==> src/shared/tmo_params.svh <==
/*
 * Constants of the 8-bit timer, its shared prescaler and the quarter-phase counter.
 * Assumes inclusion by bare name from design files.
 */
`ifndef TMO_PARAMS_SVH
`define TMO_PARAMS_SVH

`define TMO_CNT_W 8
`define TMO_PRE_W 8
`define TMO_RATE_W 3
`define TMO_CNT_ZERO 8'h00
`define TMO_CNT_MAX 8'hFF
`define TMO_PRE_ZERO 8'h00
`define TMO_ASSIGN_TIMER 1'b0
`define TMO_PHASE_ZERO 2'h0
`define TMO_PHASE_Q2 2'h1
`define TMO_PHASE_Q4 2'h3
`define TMO_PHASE_ONE 2'h1

`endif

==> src/shared/tmo_pkg.sv <==
/*
 * Types shared by the timer block.
 * Assumes nothing of its surroundings.
 */
package tmo_pkg;
    typedef enum logic {
        TMO_MODE_TIMER,
        TMO_MODE_COUNTER
    } tmo_mode_t;
endpackage

==> src/shared/tmo_pre_if.sv <==
/*
 * Carrier between the timer top and its prescaler.
 * Assumes both ends share one clock.
 */
`timescale 1ns/1ps
interface tmo_pre_if;
    logic tick;
    logic clear;
    logic [2:0] rate;
    logic to_timer;
    logic pre_out;
    logic [7:0] pre_cnt;
    modport ctrl (output tick, output clear, output rate, output to_timer,
                  input pre_out, input pre_cnt);
    modport pre (input tick, input clear, input rate, input to_timer,
                 output pre_out, output pre_cnt);
endinterface

==> src/core/tmo_prescaler.sv <==
/*
 * Shared ripple-style prescaler, modelled as an 8-bit counter.
 * Assumes tick is a one-cycle pulse on the core clock.
 */
`timescale 1ns/1ps
`include "tmo_params.svh"
module tmo_prescaler (
    // clock and reset
    input wire logic core_clk_in,
    input wire logic rst_n_in,
    // control side
    tmo_pre_if.pre pre_if
);
    logic [`TMO_PRE_W-1:0] cnt_r;
    logic [`TMO_PRE_W-1:0] cnt_nxt;
    logic [`TMO_PRE_W-1:0] tap_mask;

    assign cnt_nxt = pre_if.clear ? `TMO_PRE_ZERO :
                     pre_if.tick ? cnt_r + 8'h01 : cnt_r;
    // bit n of the counter divides by 2^(n+1)
    assign tap_mask = 8'h01 << pre_if.rate;
    assign pre_if.pre_out = |(cnt_r & tap_mask);
    // count reaches no port of the top, so software cannot touch it
    assign pre_if.pre_cnt = cnt_r;

    always_ff @(posedge core_clk_in or negedge rst_n_in) begin
        if (!rst_n_in) begin
            cnt_r <= `TMO_PRE_ZERO;
        end else begin
            cnt_r <= cnt_nxt;
        end
    end
endmodule

==> src/core/tmo_timer.sv <==
/*
 * 8-bit timer/counter with shared prescaler and sticky overflow flag.
 * Assumes one core clock, four of whose cycles make an instruction cycle;
 * software accesses arrive as one-cycle strobes from the core.
 */
`timescale 1ns/1ps
`include "tmo_params.svh"
// Summary of operation
// - one prescaler, timer or watchdog, never both
// - assign select zero routes prescaler to timer
// - rate field picks ratio 1:2 to 1:256
// - watchdog assignment makes timer count 1:1
// - prescaler count has no register address
// - timer write clears prescaler when timer-assigned
// - watchdog clear resets prescaler when watchdog-assigned
// - wrap FFh to 00h raises overflow
// - flag sets on overflow regardless of enable
// - only software clears the overflow flag
// - enable bit gates flag to request
// - timer frozen in sleep, cannot wake
// - external edges synchronized before counting
// - sample prescaler output at Q2 and Q4
module tmo_timer (
    // clock and reset
    input wire logic core_clk_in,
    input wire logic rst_n_in,
    // configuration
    input wire logic prescaler_assign_select_in,
    input wire logic [2:0] prescale_rate_select_in,
    input wire logic counter_mode_in,
    input wire logic edge_falling_in,
    input wire logic sleep_in,
    // software access
    input wire logic timer_write_in,
    input wire logic [7:0] timer_wdata_in,
    input wire logic flag_clear_in,
    input wire logic timer_overflow_irq_enable_in,
    input wire logic global_irq_enable_in,
    input wire logic watchdog_clear_instruction_in,
    // external count source
    input wire logic external_count_input_in,
    // watchdog feed
    input wire logic watchdog_tick_in,
    // status
    output logic [7:0] timer_count_value_out,
    output logic timer_overflow_flag_out,
    output logic timer_irq_out,
    output logic watchdog_pre_tick_out,
    output logic watchdog_clear_out
);
    tmo_pre_if pre_if ();
    tmo_pkg::tmo_mode_t mode;

    logic [2:0] ext_sync_r;
    logic ext_level_r;
    logic [1:0] phase_r;
    logic sample_r;
    logic pre_out_d_r;
    logic [`TMO_CNT_W-1:0] cnt_r;
    logic [`TMO_CNT_W-1:0] cnt_nxt;
    logic flag_r;
    logic flag_nxt;
    logic wdt_tick_d_r;

    wire to_timer = prescaler_assign_select_in == `TMO_ASSIGN_TIMER;
    wire ext_agree = ext_sync_r[1] == ext_sync_r[2];
    wire ext_stable = ext_agree ? ext_sync_r[2] : ext_level_r;
    wire ext_active = ext_stable ^ edge_falling_in;
    wire ext_rise = ext_active & ~(ext_level_r ^ edge_falling_in);
    wire instr_tick = phase_r == `TMO_PHASE_Q4;
    wire q_sample = (phase_r == `TMO_PHASE_Q2) | (phase_r == `TMO_PHASE_Q4);
    wire src_tick = (mode == tmo_pkg::TMO_MODE_COUNTER) ? ext_rise
                                                        : instr_tick;
    // frozen in sleep: timer and prescaler do not advance, so overflow cannot wake the core
    wire run = ~sleep_in;
    wire div_pulse = q_sample & sample_r & ~pre_out_d_r;
    wire inc = run & ~timer_write_in &
               (to_timer ? div_pulse : src_tick);
    wire wrap = inc & (cnt_r == `TMO_CNT_MAX);

    assign mode = counter_mode_in ? tmo_pkg::TMO_MODE_COUNTER
                                  : tmo_pkg::TMO_MODE_TIMER;
    // prescaler input is the timer source or the watchdog, not both
    assign pre_if.tick = run & (to_timer ? src_tick : watchdog_tick_in);
    assign pre_if.clear = (to_timer & timer_write_in) |
                          (~to_timer & watchdog_clear_instruction_in);
    assign pre_if.rate = prescale_rate_select_in;
    assign pre_if.to_timer = to_timer;
    assign cnt_nxt = timer_write_in ? timer_wdata_in :
                     inc ? cnt_r + 8'h01 : cnt_r;
    // set wins over a same-cycle clear; hardware never clears
    assign flag_nxt = wrap ? 1'b1 : (flag_clear_in ? 1'b0 : flag_r);
    assign timer_count_value_out = cnt_r;
    assign timer_overflow_flag_out = flag_r;
    assign timer_irq_out = flag_r & timer_overflow_irq_enable_in &
                           global_irq_enable_in;
    assign watchdog_pre_tick_out = ~to_timer & pre_if.pre_out &
                                   ~wdt_tick_d_r;
    assign watchdog_clear_out = watchdog_clear_instruction_in;

    tmo_prescaler u_pre (
        .core_clk_in(core_clk_in),
        .rst_n_in(rst_n_in),
        .pre_if(pre_if)
    );

    always_ff @(posedge core_clk_in or negedge rst_n_in) begin
        if (!rst_n_in) begin
            ext_sync_r <= 3'h0;
            ext_level_r <= 1'b0;
        end else begin
            ext_sync_r <= {ext_sync_r[1:0], external_count_input_in};
            ext_level_r <= ext_stable;
        end
    end

    always_ff @(posedge core_clk_in or negedge rst_n_in) begin
        if (!rst_n_in) begin
            phase_r <= `TMO_PHASE_ZERO;
        end else begin
            phase_r <= phase_r + `TMO_PHASE_ONE;
        end
    end

    // prescaler output held between quarter-phase samples
    always_ff @(posedge core_clk_in or negedge rst_n_in) begin
        if (!rst_n_in) begin
            sample_r <= 1'b0;
            pre_out_d_r <= 1'b0;
        end else if (q_sample) begin
            sample_r <= pre_if.pre_out;
            pre_out_d_r <= sample_r;
        end
    end

    always_ff @(posedge core_clk_in or negedge rst_n_in) begin
        if (!rst_n_in) begin
            cnt_r <= `TMO_CNT_ZERO;
            flag_r <= 1'b0;
            wdt_tick_d_r <= 1'b0;
        end else begin
            cnt_r <= cnt_nxt;
            flag_r <= flag_nxt;
            wdt_tick_d_r <= pre_if.pre_out;
        end
    end

    a_flag_set_wrap: assert property (@(posedge core_clk_in)
        disable iff (!rst_n_in) wrap |=> flag_r && cnt_r == `TMO_CNT_ZERO)
        else $error("overflow did not set flag");
    a_flag_sticky: assert property (@(posedge core_clk_in)
        disable iff (!rst_n_in) flag_r && !flag_clear_in |=> flag_r)
        else $error("flag dropped without software clear");
    a_flag_no_enable: assert property (@(posedge core_clk_in)
        disable iff (!rst_n_in)
        wrap && !timer_overflow_irq_enable_in |=> flag_r)
        else $error("flag gated by enable");
    a_irq_gating: assert property (@(posedge core_clk_in)
        disable iff (!rst_n_in) timer_irq_out == (flag_r &&
        timer_overflow_irq_enable_in && global_irq_enable_in))
        else $error("request gating wrong");
    a_sleep_freeze: assert property (@(posedge core_clk_in)
        disable iff (!rst_n_in)
        sleep_in && !timer_write_in |=> $stable(cnt_r))
        else $error("timer moved in sleep");
    a_write_clears_pre: assert property (@(posedge core_clk_in)
        disable iff (!rst_n_in)
        timer_write_in && to_timer |=> pre_if.pre_cnt == `TMO_PRE_ZERO)
        else $error("timer write left prescaler");
    a_wdt_clear_pre: assert property (@(posedge core_clk_in)
        disable iff (!rst_n_in) watchdog_clear_instruction_in && !to_timer
        |=> pre_if.pre_cnt == `TMO_PRE_ZERO)
        else $error("watchdog clear left prescaler");
    a_one_to_one: assert property (@(posedge core_clk_in)
        disable iff (!rst_n_in) !to_timer && run && src_tick &&
        !timer_write_in |=> cnt_r == $past(cnt_r) + 8'h01)
        else $error("undivided count missed");
    a_pre_exclusive: assert property (@(posedge core_clk_in)
        disable iff (!rst_n_in) to_timer |-> !watchdog_pre_tick_out)
        else $error("prescaler served both");
    a_counts_at_q: assert property (@(posedge core_clk_in)
        disable iff (!rst_n_in) inc && to_timer |-> q_sample)
        else $error("divided count off quarter phase");
endmodule

==> config.mk <==
export PLATFORM = sky130hd
export DESIGN_NAME = tmo_timer
export DESIGN_NICKNAME = d
export VERILOG_FILES = /design/src/shared/tmo_pkg.sv /design/src/shared/tmo_pre_if.sv /design/src/core/tmo_prescaler.sv /design/src/core/tmo_timer.sv
export VERILOG_INCLUDE_DIRS = /design/src /design/src/shared
export SDC_FILE = /design/constraint.sdc
export NUM_CORES = 1
export LEC_CHECK = 0
export BUFFER_PORTS_ARGS = -buffer_cell sky130_fd_sc_hd__buf_2
export CAP_MARGIN = 10
export CORE_ASPECT_RATIO = 1.5
export CORE_MARGIN = 1
export CORE_UTILIZATION = 55
export CTS_CLUSTER_SIZE = 8
export DETAILED_ROUTE_END_ITERATION = 8
export HOLD_SLACK_MARGIN = 0.02
export PLACE_DENSITY = 0.83
export SLEW_MARGIN = 20
export SYNTH_ARGS = -nofsm -noshare
export SYNTH_HDL_FRONTEND = slang
export SYNTH_HIERARCHICAL = 1
export SYNTH_SLANG_ARGS = --single-unit
==> constraint.sdc <==
create_clock -name core_clk_in -period 6.8 [get_ports core_clk_in]
set_input_delay 1.36 -clock core_clk_in [delete_from_list [all_inputs] [get_ports core_clk_in]]
set_output_delay 1.36 -clock core_clk_in [all_outputs]
set_load 0.01 [all_outputs]
==> impl_metrics.json, run 1 <==
{
  "pwr-share-seq": 0.624,
  "synth.net_count": 157,
  "grt_usage": 0.224,
  "critPathMaxFanout": 3,
  "post-synth-top-area-cell": "dfrtp_1",
  "grt_overflow": 0,
  "place_congestion": 0.819,
  "drive_above_1_share": 0.309,
  "endpoint": "watchdog_pre_tick_out",
  "ir_drop_mv": 0.142,
  "cts_resized": 0,
  "end_kind": "output port",
  "syn_area_sq_mm": 0.00138,
  "diodes": 0,
  "dp.cells": 182,
  "synthesis.area_per_instance_sq_um": 10.7,
  "slew_viol_final": 0,
  "synth_seq_cells": 26,
  "async_flop_share": 1.00,
  "drt_iter0_markers": 23,
  "r2r_cells": 7,
  "intPower_uw": 201,
  "synth_cell_types": 34,
  "skew_ps": 2.50,
  "yosysSeqAreaShare": 0.471,
  "cp_data_required_time_ps": 5440,
  "wire_per_inst_microns": 14.5,
  "r2r_slack_ps": 3980,
  "holdPathStages": 0,
  "layout.cells.non_filler": 185,
  "final-hold-violation-count": 0,
  "antenna_found_initial": 0,
  "power_density_mw_per_mm2": 173,
  "p_comb_frac": 0.142,
  "die_y_microns": 63.4,
  "cts_tree": "built",
  "fmax_ghz": 0.258,
  "hold_buffers": 0,
  "slew_headroom": 0.371,
  "place_ws_ps": 2910,
  "fill_cells": 197,
  "ys.flop_type": "dfrtp_1",
  "drc": 0,
  "vias": 1087,
  "postCtsSetupBuffers": 0,
  "insertion_delay_ps": 310,
  "dieArea_sq_mm": 0.00272,
  "critPathLaunch": "prescale_rate_select_in[2]",
  "synth_warnings": 6,
  "layout.nets": 192,
  "ant_nets": 0,
  "yosysMostFrequentCell": "dfrtp_1",
  "final_util": 0.680,
  "die-width_microns": 42.9,
  "routed_via_density": 5.88,
  "cts_buffer_depth": 2,
  "syn2layout_area_growth_pct": 13.9,
  "initial_utilization": 0.597,
  "outcome": "finished clean",
  "wirelength_microns": 2690,
  "synth_top_area_share": 0.471,
  "setup_viol": 0,
  "critPathKind": "in -> out",
  "r2r_end": "u_pre/pre_if.pre_cnt[7]",
  "critical_path_arrival_ps": 2520,
  "ioPinCount": 36,
  "portBuffers": 35,
  "rsz0062_at_grt": "false",
  "netSwitchingPower_uw": 70.8,
  "hold_path_class": "reg -> reg",
  "p_leak_nw": 0.731,
  "clk_pin_slew_ps": 130,
  "drt-pass1-iter-count": 4,
  "synth-edff-count": 0,
  "rows": 21,
  "clkPwrFrac": 0.234,
  "synthTopCellsByCount": "dfrtp_1 (26), nand2_1 (15), nor2_1 (9)",
  "place_hpwl_microns": 2100,
  "synthTopCellsByArea": "dfrtp_1 (47%), xnor2_1 (4.4%), nand2_1 (4.1%)",
  "cts_sinks": 26,
  "crit_path_start_kind": "input port",
  "grt_max_degree": 27,
  "timing.final.crit_period_ps": 3880,
  "swShare": 0.260,
  "fin_tns_setup_ps": 0,
  "cap_viol_max_count": 0,
  "grt_pass1_wl_microns": 4650,
  "tightest_slew_ps": 937,
  "grt_pass1_vias": 1134,
  "cts_buffers": 3,
  "coreArea_sq_mm": 0.00231,
  "setup_slack_ps": 2920,
  "final.period_utilization": 0.570,
  "syn_inst": 129,
  "h-tree-depth": 1,
  "ctsRootBufferMaster": "clkbuf_4",
  "crit-reg2reg-launch": "ext_level_r"
}
critical path: stages:
cell,delay (ps)
buf_2,120
mux4_2,500
mux2_2,290
nand2_1,80
nor2_1,40
buf_2,130
layout by cell type (no fill, tap or decap), drive strengths merged:
cell	instances
xnor2	7
or3	3
mux2i	2
a211oi	1
or4b	1
a211o	2
o2111ai	1
a21boi	1
o32a	1
inv	7
a21oi	6
nand2	15
a311oi	2
xor2	3
nand4	3
or3b	1
mux2	4
clkbuf	3
nand2b	1
o21ai	11
nor2	9
nand3	5
ha	4
maj3	1
and3	2
dfrtp	26
or4bb	2
nor3b	1
mux4	2
buf	35
final cells by class:
type | count | area, sq um | area share
clock buffers | 3 | 22.5 | 0.0143
inverters | 7 | 26.3 | 0.0167
multi-input cells | 91 | 668 | 0.425
flip-flops and latches | 26 | 651 | 0.414
well taps | 23 | 28.8 | 0.0183
repair buffers | 35 | 175 | 0.111
power groups by stage:
stage | sequential (mW) | combinational (mW) | clock [mW]
after global placement | 0.172 | 0.0373 | 0
after detailed placement | 0.172 | 0.0390 | 0
after floorplan | 0.173 | 0.0201 | 0
after global routing | 0.170 | 0.0432 | 0.0731
final | 0.170 | 0.0387 | 0.0635
after CTS | 0.169 | 0.0392 | 0.0663
metal layers:
metal | GRT usage | share of wire | up-vias
li1 | - | - | 525
met1 | 0.240 | 0.39 | 517
met2 | 0.403 | 0.55 | 37
met3 | 0.0315 | 0.039 | 8
met4 | 0.121 | 0.024 | 0
met5 | 0 | 0 | -
logic make-up (layout without fill, tap and decap cells):
logic type / after synthesis / in the layout / synth area share
buffers and inverters: 12 / 45 / 0.0444
adders and majority gates: 5 / 5 / 0.0435
and+or+nand+nor: 43 / 43 / 0.162
AOI/OAI and AO/OA: 25 / 25 / 0.135
xor gates and xnor gates: 10 / 10 / 0.0635
muxes: 8 / 8 / 0.0798
DFF: 26 / 26 / 0.471
stage by stage:
step	power, mW	hold slack, ps	instance area [sq um]
2_1_floorplan	0.193	331	1380
3_3_place_gp	0.209	336	1550
3_5_place_dp	0.211	350	1550
4_1_cts	0.275	380	1570
5_1_grt	0.287	394	1570
6_report	0.272	376	1570
state kept, by name, indices dropped and copies added (netlist names):
| signal | count |
|---|---|
| ext_sync_r | 3 |
| sample_r | 1 |
| timer_overflow_flag_out | 1 |
| phase_r | 2 |
| pre_out_d_r | 1 |
| ext_level_r | 1 |
| u_pre/pre_if.pre_cnt | 8 |
| timer_count_value_out | 8 |
| wdt_tick_d_r | 1 |
worst min path at each step:
stage | slack [ps] | from | to
2_1_floorplan | 330 | ext_sync_r[0] | ext_sync_r[1]
3_3_place_gp | 340 | ext_sync_r[0] | ext_sync_r[1]
3_5_place_dp | 350 | ext_sync_r[0] | ext_sync_r[1]
4_1_cts | 380 | ext_sync_r[0] | ext_sync_r[1]
5_1_grt | 390 | ext_sync_r[0] | ext_sync_r[1]
6_report | 380 | ext_sync_r[0] | ext_sync_r[1]
Note: power is estimated with default switching activity, not from simulation.
==> run 2: changes to the inputs <==
--- a/config.mk
+++ b/config.mk
@@ -10,11 +10,11 @@
 export CAP_MARGIN = 10
 export CORE_ASPECT_RATIO = 1.5
 export CORE_MARGIN = 1
-export CORE_UTILIZATION = 55
+export CORE_UTILIZATION = 52
 export CTS_CLUSTER_SIZE = 8
 export DETAILED_ROUTE_END_ITERATION = 8
 export HOLD_SLACK_MARGIN = 0.02
-export PLACE_DENSITY = 0.83
+export PLACE_DENSITY = 0.79
 export SLEW_MARGIN = 20
 export SYNTH_ARGS = -nofsm -noshare
 export SYNTH_HDL_FRONTEND = slang
==> constraint.sdc (replaced) <==
create_clock -name core_clk_in -period 3.7 [get_ports core_clk_in]
set_input_delay 0.74 -clock core_clk_in [delete_from_list [all_inputs] [get_ports core_clk_in]]
set_output_delay 0.74 -clock core_clk_in [all_outputs]
set_load 0.01 [all_outputs]
==> impl_metrics.json, run 2 (synthesized netlist as in run 1, its figures left out) <==
{
  "outcome": "finished, violations left",
  "violations": "DRC",
  "fill_cells": 210,
  "die-width_microns": 44.1,
  "postCtsSetupBuffers": 0,
  "end_kind": "output port",
  "insertion_delay_ps": 320,
  "diodes": 0,
  "crit-reg2reg-launch": "ext_level_r",
  "place_congestion": 0.801,
  "final_util": 0.643,
  "layout.nets": 193,
  "holdWs_ps": 365,
  "drive_above_1_share": 0.317,
  "setup_viol": 0,
  "p_leak_nw": 0.744,
  "cts_buffer_depth": 2,
  "die_y_microns": 65.1,
  "cts_tree": "built",
  "cts_resized": 0,
  "crit_path_start_kind": "input port",
  "wire_per_inst_microns": 14.1,
  "ant_nets": 0,
  "grt_util_met3": 0.0302,
  "ctsRootBufferMaster": "clkbuf_4",
  "drt_iter0_markers": 28,
  "h-tree-depth": 1,
  "grt_pass1_wl_microns": 4490,
  "coreArea_sq_mm": 0.00248,
  "hold_buffers": 0,
  "grt_use_met1": 0.228,
  "clk_pin_slew_ps": 130,
  "fmax_ghz": 0.381,
  "cap_viol_max_count": 0,
  "critPathKind": "in -> out",
  "place_hpwl_microns": 2020,
  "fin_tns_setup_ps": 0,
  "grt_usage": 0.211,
  "final.period_utilization": 0.709,
  "hold_start": "ext_sync_r[0]",
  "initial_utilization": 0.557,
  "syn2layout_area_growth_pct": 15.5,
  "drc": 4,
  "use_met2": 0.386,
  "grt_max_degree": 27,
  "dieArea_sq_mm": 0.00287,
  "grt_busiest_layer": "met2",
  "grt_overflow": 0,
  "skew_ps": 1.50,
  "layout.cells.non_filler": 188,
  "routed_via_density": 5.77,
  "timing.final.crit_period_ps": 2620,
  "grt_pass1_vias": 1060,
  "portBuffers": 35,
  "rsz0062_at_grt": "false",
  "wirelength_microns": 2650,
  "critPathLaunch": "prescale_rate_select_in[2]",
  "final-hold-violation-count": 0,
  "critical_path_arrival_ps": 1880,
  "antenna_found_initial": 0,
  "rows": 22,
  "hold_path_class": "reg -> reg",
  "cp_data_required_time_ps": 2960,
  "cts_buffers": 3,
  "slew_viol_final": 0,
  "slew_headroom": 0.620,
  "layout_common_cells": "buf_2 (35), dfrtp_1 (26), nand2_1 (15)",
  "power_density_mw_per_mm2": 329,
  "final_common_cell": "buf_2",
  "ir_drop_mv": 0.289,
  "drt-pass1-iter-count": 9,
  "vias": 1085,
  "dp.cells": 184,
  "tightest_slew_ps": 569,
  "cts_sinks": 26,
  "critPathMaxFanout": 3,
  "ioPinCount": 36
}
## run 2: cell count changes in the layout (fill, tap and decap cells not counted), sizes merged
cell	delta
clkbuf	+1
buf	+1
## run 2: through the flow
stage	setup slack [ps]	cell area [sq um]	total power, mW
global placement	993	1560	0.385
floorplan	1190	1380	0.355
CTS	1060	1590	0.534
global route	1030	1590	0.548
finish	1080	1590	0.525
detailed placement	949	1560	0.389
## run 2: worst paths after layout
check | end | slack (ps) | cells past startpoint
max | watchdog_pre_tick_out | 1080 | 6
min | ext_sync_r[1] | 360 | 0
max reg2reg | u_pre/pre_if.pre_cnt[7] | 1360 | 8
min reg2reg | ext_sync_r[1] | 360 | 0
max in group asynchronous | ext_sync_r[2] | 2930 | 1
min in group asynchronous | timer_overflow_flag_out | 390 | 1
## run 2: cell type report
type,instances,area (sq um),area share
timing repair buffer,36,183,0.115
clock buffer,4,36.3,0.0228
sequential,26,651,0.408
inverter,7,26.3,0.0165
multi-input combinational,91,668,0.419
tap,24,30.0,0.0188
## run 2: report_power, final
group	internal (mW)	switching, mW	leakage [nW]
sequential	0.297	0.0141	0.334
combinational	0.0344	0.0365	0.388
clock	0.0603	0.0819	0.0210
## run 2: metal layers
metal / vias up / part of all wire
met5: - / 0
met4: 0 / 0.022
met3: 5 / 0.055
met2: 34 / 0.52
met1: 525 / 0.40
li1: 521 / -
## run 2: critical path: stages
cell and delay, ps:
buf_2 110, mux4_2 490, mux2_2 300, nand2_1 70
nor2_1 40, buf_2 130
